--- src/hdl/pmla_pkg.sv ---
package pmla_pkg;

    // Pointer and page geometry.
    localparam int PMLA_PTR_W = 17;
    localparam int PMLA_PAGE_W = 3;
    localparam logic [2:0] PMLA_PAGE_RESET = 3'h2;
    localparam logic [16:0] PMLA_PTR_RESET = 17'h00000;
    localparam logic [15:0] PMLA_WINDOW_BASE = 16'h8000;
    localparam logic [15:0] PMLA_WINDOW_MASK = 16'hc000;
    localparam int PMLA_PAGE_SHIFT = 14;
    localparam logic [16:0] PMLA_STEP_BYTE = 17'h00001;
    localparam logic [16:0] PMLA_STEP_WORD = 17'h00002;

    // Field positions of the pointer bytes.
    localparam int PMLA_HIGH_BIT = 16;
    localparam int PMLA_MID_LSB = 8;
    localparam int PMLA_LOW_LSB = 0;

    // Register selected by a CPU request.
    typedef enum logic [2:0] {
        SEL_PTR_HIGH,
        SEL_PTR_MID,
        SEL_PTR_LOW,
        SEL_BYTE,
        SEL_BYTE_POSTINC,
        SEL_WORD_POSTINC,
        SEL_ADD_BYTE,
        SEL_PAGE
    } pmla_sel_t;

    // One CPU request; word writes use all 16 data bits, the rest the low 8.
    typedef struct packed {
        logic write;
        pmla_sel_t sel;
        logic [15:0] data;
    } pmla_req_t;

    // One byte access to the external memory array.
    typedef struct packed {
        logic [16:0] addr;
        logic we;
        logic [7:0] wdata;
    } pmla_mem_t;

endpackage

--- src/hdl/pmla_linear_access.sv ---
`timescale 1ns/10ps

////////////////////////////////////////////////////////////////////////////////
module pmla_linear_access
    import pmla_pkg::*;
#(
    parameter int PTR_W = PMLA_PTR_W,
    parameter int PAGE_W = PMLA_PAGE_W
)
(
    input wire logic clk,
    input wire logic rst_n,
    input wire logic reqValid,
    output logic reqReady,
    input wire pmla_req_t req,
    output logic rdValid,
    output logic [15:0] rdData,
    output logic doneStrobe,
    output logic memReq,
    output pmla_mem_t memCmd,
    input wire logic memAck,
    input wire logic [7:0] memRData,
    input wire logic [15:0] logicalAddr,
    output logic logicalInWindow,
    output logic [PTR_W-1:0] logicalLinear,
    output logic [PTR_W-1:0] linearPointer,
    output logic [PAGE_W-1:0] programPage
);

    // The byte lanes and the nine-bit sign extension are built for a 17-bit
    // pointer and a 3-bit page; other widths are refused rather than served badly.
    if (PTR_W != PMLA_PTR_W || PAGE_W != PMLA_PAGE_W) begin : g_width_check
        $error("pointer or page width not supported by this block");
    end

    ////////////////////////////////////////////////////////////////////////////
    // State. Idle takes requests; the two memory states run one byte each, so a
    // word is two byte handshakes in a row, and the pointer moves only at the end.

    typedef enum logic [1:0] {
        ST_IDLE,
        ST_MEM_FIRST,
        ST_MEM_SECOND
    } pmla_state_t;

    pmla_state_t state_ff, nxt_state;
    logic [PTR_W-1:0] ptr_ff, nxt_ptr;
    logic [PAGE_W-1:0] page_ff, nxt_page;
    pmla_req_t op_ff, nxt_op;
    pmla_mem_t mem_ff, nxt_mem;
    logic [15:0] rd_ff, nxt_rd;
    logic rdValid_ff, nxt_rdValid;
    logic done_ff, nxt_done;
    logic [PTR_W-1:0] addOffset;

    // Sign extension of the add-byte value to the pointer width.
    assign addOffset = {{9{req.data[7]}}, req.data[7:0]};

    ////////////////////////////////////////////////////////////////////////////
    // Next-state logic. One request at a time; memory accesses hold the
    // request port off, which keeps pointer updates strictly ordered.

    always_comb begin
        nxt_state = state_ff;
        nxt_ptr = ptr_ff;
        nxt_page = page_ff;
        nxt_op = op_ff;
        nxt_mem = mem_ff;
        nxt_rd = rd_ff;
        nxt_rdValid = 1'b0;
        nxt_done = 1'b0;
        case (state_ff)
            ST_IDLE: begin
                if (reqValid) begin
                    nxt_op = req;
                    nxt_done = 1'b1;
                    nxt_rdValid = !req.write;
                    // Register selects finish in one cycle; a read returns the old value, or zero for the add byte.
                    case (req.sel)
                        SEL_PTR_HIGH: begin
                            if (req.write) begin
                                nxt_ptr[PMLA_HIGH_BIT] = req.data[0];
                            end
                            nxt_rd = {15'h0000, ptr_ff[PMLA_HIGH_BIT]};
                        end
                        SEL_PTR_MID: begin
                            if (req.write) begin
                                nxt_ptr[PMLA_MID_LSB +: 8] = req.data[7:0];
                            end
                            nxt_rd = {8'h00, ptr_ff[PMLA_MID_LSB +: 8]};
                        end
                        SEL_PTR_LOW: begin
                            if (req.write) begin
                                nxt_ptr[PMLA_LOW_LSB +: 8] = req.data[7:0];
                            end
                            nxt_rd = {8'h00, ptr_ff[PMLA_LOW_LSB +: 8]};
                        end
                        SEL_ADD_BYTE: begin
                            if (req.write) begin
                                nxt_ptr = ptr_ff + addOffset;
                            end
                            nxt_rd = 16'h0000;
                        end
                        SEL_PAGE: begin
                            if (req.write) begin
                                nxt_page = req.data[PMLA_PAGE_W-1:0];
                            end
                            nxt_rd = {13'h0000, page_ff};
                        end
                        default: begin
                            // Data registers: start a memory access at the pointer.
                            nxt_done = 1'b0;
                            nxt_rdValid = 1'b0;
                            nxt_state = ST_MEM_FIRST;
                            nxt_mem.addr = ptr_ff;
                            nxt_mem.we = req.write;
                            nxt_mem.wdata = (req.sel == SEL_WORD_POSTINC) ?
                                req.data[15:8] : req.data[7:0];
                            nxt_rd = 16'h0000;
                        end
                    endcase
                end
            end
            ST_MEM_FIRST: begin
                if (memAck) begin
                    if (op_ff.sel == SEL_WORD_POSTINC) begin
                        // High byte first, then the following address.
                        nxt_rd = {memRData, 8'h00};
                        nxt_mem.addr = ptr_ff + PMLA_STEP_BYTE;
                        nxt_mem.wdata = op_ff.data[7:0];
                        nxt_state = ST_MEM_SECOND;
                    end else begin
                        nxt_rd = {8'h00, memRData};
                        nxt_rdValid = !op_ff.write;
                        nxt_done = 1'b1;
                        nxt_state = ST_IDLE;
                        // The pointer moves only with the acknowledge, never on the request.
                        if (op_ff.sel == SEL_BYTE_POSTINC) begin
                            nxt_ptr = ptr_ff + PMLA_STEP_BYTE;
                        end
                    end
                end
            end
            ST_MEM_SECOND: begin
                if (memAck) begin
                    nxt_rd = {rd_ff[15:8], memRData};
                    nxt_rdValid = !op_ff.write;
                    nxt_done = 1'b1;
                    nxt_state = ST_IDLE;
                    // The add wraps naturally at the 17-bit width.
                    nxt_ptr = ptr_ff + PMLA_STEP_WORD;
                end
            end
            default: begin
                nxt_state = ST_IDLE;
            end
        endcase
    end

    ////////////////////////////////////////////////////////////////////////////
    // Registers only; every next value is formed in the process above.
    // Reset puts the page select on two so the low map stays contiguous.

    always_ff @(posedge clk or negedge rst_n) begin
        if (!rst_n) begin
            state_ff <= ST_IDLE;
            ptr_ff <= PMLA_PTR_RESET;
            page_ff <= PMLA_PAGE_RESET;
            op_ff <= '0;
            mem_ff <= '0;
            rd_ff <= 16'h0000;
            rdValid_ff <= 1'b0;
            done_ff <= 1'b0;
        end else begin
            state_ff <= nxt_state;
            ptr_ff <= nxt_ptr;
            page_ff <= nxt_page;
            op_ff <= nxt_op;
            mem_ff <= nxt_mem;
            rd_ff <= nxt_rd;
            rdValid_ff <= nxt_rdValid;
            done_ff <= nxt_done;
        end
    end

    ////////////////////////////////////////////////////////////////////////////
    // Paging window translation for CPU fetches.
    // Its outputs lag logicalAddr by one clock, since both come from flops.

    pmla_window_map u_window (
        .clk(clk),
        .rst_n(rst_n),
        .page(page_ff),
        .logicalAddr(logicalAddr),
        .inWindow(logicalInWindow),
        .linearAddr(logicalLinear)
    );

    // Outputs. Handshake outputs decode the state flop directly; data outputs
    // are flops, so nothing downstream sees a combinational glitch.
    assign reqReady = (state_ff == ST_IDLE);
    assign memReq = (state_ff != ST_IDLE);
    assign memCmd = mem_ff;
    assign rdValid = rdValid_ff;
    assign rdData = rd_ff;
    assign doneStrobe = done_ff;
    assign linearPointer = ptr_ff;
    assign programPage = page_ff;

endmodule

--- src/hdl/pmla_window_map.sv ---
`timescale 1ns/10ps

// Translates a CPU logical address through the paging window.
module pmla_window_map
    import pmla_pkg::*;
(
    input wire logic clk,
    input wire logic rst_n,
    input wire logic [PMLA_PAGE_W-1:0] page,
    input wire logic [15:0] logicalAddr,
    output logic inWindow,
    output logic [PMLA_PTR_W-1:0] linearAddr
);

    logic nxt_inWindow;
    logic [PMLA_PTR_W-1:0] nxt_linearAddr;
    logic inWindow_ff;
    logic [PMLA_PTR_W-1:0] linearAddr_ff;

    // Page p lands at p * 16 KB; the window offset is the address less the base.
    always_comb begin
        nxt_inWindow = (logicalAddr & PMLA_WINDOW_MASK) == PMLA_WINDOW_BASE;
        nxt_linearAddr = {page, 14'h0000} | {3'h0, logicalAddr[13:0]};
    end

    // Registered so that the translated address is a clean flop output.
    always_ff @(posedge clk or negedge rst_n) begin
        if (!rst_n) begin
            inWindow_ff <= 1'b0;
            linearAddr_ff <= PMLA_PTR_RESET;
        end else begin
            inWindow_ff <= nxt_inWindow;
            linearAddr_ff <= nxt_linearAddr;
        end
    end

    assign inWindow = inWindow_ff;
    assign linearAddr = linearAddr_ff;

endmodule

--- config.mk ---
export PLATFORM = sky130hd
export DESIGN_NAME = pmla_linear_access
export DESIGN_NICKNAME = d
export VERILOG_FILES = /design/src/hdl/pmla_pkg.sv /design/src/hdl/pmla_linear_access.sv /design/src/hdl/pmla_window_map.sv
export SDC_FILE = /design/constraint.sdc
export NUM_CORES = 1
export LEC_CHECK = 0
export BUFFER_PORTS_ARGS = -buffer_cell sky130_fd_sc_hd__buf_2
export CORE_ASPECT_RATIO = 1.1
export CORE_MARGIN = 2
export CORE_UTILIZATION = 59
export DETAILED_ROUTE_END_ITERATION = 8
export HOLD_SLACK_MARGIN = 0.03
export PLACE_DENSITY = 0.87
export SKIP_LAST_GASP = 1
export SYNTH_ARGS = -nofsm -noshare
export SYNTH_HDL_FRONTEND = slang
export SYNTH_SLANG_ARGS = --single-unit
--- constraint.sdc ---
create_clock -name clk -period 5.1 [get_ports clk]
set_input_delay 0.51 -clock clk [delete_from_list [all_inputs] [get_ports clk]]
set_output_delay 0.51 -clock clk [all_outputs]
set_load 0.02 [all_outputs]
==> out/summary.txt <==
Status: finished clean
Cell Area, Synth: 5970 sq um
Top cell type's share of synthesized area: 0.398
Layout cells sized above 1: 0.232
Critical Path Sink: memCmd[16]
Vias: 5812
ANT cells: 0
Crit path max fanout: 32
Comb pwr share: 0.557
Largest net degree at the start of global routing: 53
Core ar.: 9840 sq um
Syn Nets: 749
CTS hold repair buffers: 0
P&R area growth vs syn: 14.1%
Post-synth ARST share: 1.00
Aggregate global routing overflow: 0
Setup violations, final: 0
Cell accounting for the most synthesized area: dfrtp_1
Number of flops mapped to enable cells by yosys: 0
# IOs: 132
Num CTS Buffers: 9
Hold crit path type: input pin to asynchronous set/reset pin
Power Dens Cells: 654 nW/um^2
Die width: 99.9 um
Worst path required time: 5.39 ns
Critical path origin: state_ff[1]
Post-CTS setup buffer count: 0
Flop pwr share: 0.326
Antenna-violating nets left: 0
Critical Path Start Type: flip-flop
Mean Syn Cell Area: 8.81 sq um
Crit end category: flip-flop
Number of port buffers: 131
# clock sinks: 96
Post-synth cell types: 75
Drt first pass iters: 5
Worst-path clk slew: 0.10 ns
RSZ-0062 raised after global routing: no
Final Slew Violations: 0
Tcrit/Tclk final: 0.662
Synth top area cells: dfrtp_1 (40%), a21oi_1 (7.0%), ha_1 (4.6%)
Reg2Reg Setup Slack: 1.72 ns
Setup Skew: 0.0119 ns
First-pass GRT wire length: 27.9 mm
Final cell count without fillers: 901
R2R Path End: memCmd[16]
Most common cell in the netlist: dfrtp_1
WL per Instance: 19.2 um
Final count of hold timing violations: 0
Sequential fraction of the synthesis area: 0.402
Worst Max-Slew Pin Slew: 0.987 ns
Clock root cell: clkbuf_8
Die footprint: 10900 sq um
Longest Clk Path Bufs: 2
Initial Util: 0.607
Setup TNS: 0 ns
Clock power share: 0.118
Leakage: 3.12 nW
Placer Congestion: 0.909
Crit path DAT: 3.67 ns
CTS tree: done
Tmin final: 3.38 ns
Worst VDD drop: 0.000341 V
Critical path class: flip-flop to flip-flop
Initial antenna violation count: 0
Placed cells: 885
NumNets Final: 847
DRT iter0 DRCs: 434
# H-tree levels: 3
Main synth FF type: dfrtp_1
Gate Count Post-Synth: 678
Max Clock Freq: 296 MHz
Core Rows: 38
Sw frac: 0.505
Fillers: 773
YS warnings: 0
DRC viols: 0
DP HPWL: 12.7 mm
Synth Register Bits: 96
Total GRT Usage: 0.322
Drt via density: 6.45
Vias in the first global route: 5574
Worst R2R Path Depth: 8
Top cell types by occurrence after synthesis: dfrtp_1 (95), a21oi_1 (83), nor2_1 (61)
Max-slew headroom: 0.340
MaxCap Viol Count: 0
Internal: 2.20 mW
CTS-repair resized insts: 0
Worst reg2reg startpoint: state_ff[1]
Die Y: 110 um
P_sw: 2.25 mW
Clock latency on the worst-skew pair: 0.38 ns
WL final: 17.3 mm
## metal layers
| metal | vias to the layer above | GRT usage | part of all wire |
|---|---|---|---|
| li1 | 2693 | - | - |
| met1 | 2757 | 0.423 | 0.41 |
| met2 | 315 | 0.539 | 0.48 |
| met3 | 47 | 0.0432 | 0.078 |
| met4 | 0 | 0.137 | 0.031 |
| met5 | - | 0 | 0 |
## sequential cells by signal, summed over array words and instances, names as in the netlist
register             count
programPage              3
memCmd                  26
u_window.inWindow        1
rdData                  16
doneStrobe               1
rdValid                  1
linearPointer           17
op_ff                   12
u_window.linearAddr     17
state_ff                 2
## power by group through the flow
| stage | combinational, mW | sequential (mW) | clock, mW |
|---|---|---|---|
| after floorplan | 1.60 | 1.56 | 0 |
| after global placement | 2.37 | 1.43 | 0 |
| after detailed placement | 2.44 | 1.45 | 0 |
| after CTS | 2.45 | 1.43 | 0.529 |
| after global routing | 2.74 | 1.48 | 0.552 |
| final | 2.48 | 1.45 | 0.524 |
## metrics by stage
stage               worst slack, ns  power, mW  hold slack, ns   util  cell area [sq um]
floorplan                      2.65       3.16           0.214      -               5970
global placement               1.96       3.80           0.416  0.671               6610
detailed placement             1.81       3.89           0.420  0.671               6610
CTS                            1.79       4.42           0.116  0.692               6810
global route                   1.46       4.77           0.154  0.692               6810
finish                         1.72       4.46           0.100  0.692               6810
## critical path, stage by stage (launching register included)
cell      delay (ns)
dfrtp_1         0.42
inv_1           0.11
ha_1            0.71
buf_4           0.43
nor2_1          0.15
a211oi_4        0.85
buf_4           0.40
nor2_1          0.07
a21oi_1         0.15
## cells in the final DEF, fill, tap and decap left out, types with 16 or more instances in the layout
cell type	netlist	final
nand2_1	55	55
inv_1	18	18
a31oi_1	20	20
dfrtp_1	95	95
a21oi_1	83	83
nor3_1	19	19
nand3_1	18	18
ha_1	22	22
nor2_1	61	61
mux2_2	16	16
o21ai_0	48	48
buf_2	7	130
## kinds of logic after synthesis
logic type | Yosys count | share of synthesized area
buf+inv | 68 | 0.0486
simple gates | 213 | 0.175
xor+xnor | 14 | 0.0205
fa+ha+maj | 23 | 0.0494
compound gates | 237 | 0.255
flops | 96 | 0.402
mux | 27 | 0.0486
## final cells by class
class | count | area, sq um | area share
Multi-Input combinational cell | 514 | 3290 | 0.482
Sequential cell | 96 | 2400 | 0.353
Timing Repair Buffer | 136 | 696 | 0.102
Tap cell | 120 | 150 | 0.0220
Inverter | 19 | 71.3 | 0.0105
Clock inverter | 5 | 63.8 | 0.00937
Clock buffer | 11 | 141 | 0.0208
## worst min path at each step
stage                   start  cells after the start                       to  slack, ns
2_1_floorplan           rst_n                      0               doneStrobe       0.21
3_3_place_gp   programPage[1]                      0  u_window.linearAddr[15]       0.42
3_5_place_dp   programPage[0]                      0  u_window.linearAddr[14]       0.42
4_1_cts                 rst_n                      1               doneStrobe       0.12
5_1_grt                 rst_n                      1   u_window.linearAddr[9]       0.15
6_report                rst_n                      1               doneStrobe       0.10
(Power assumes the default switching activity.)
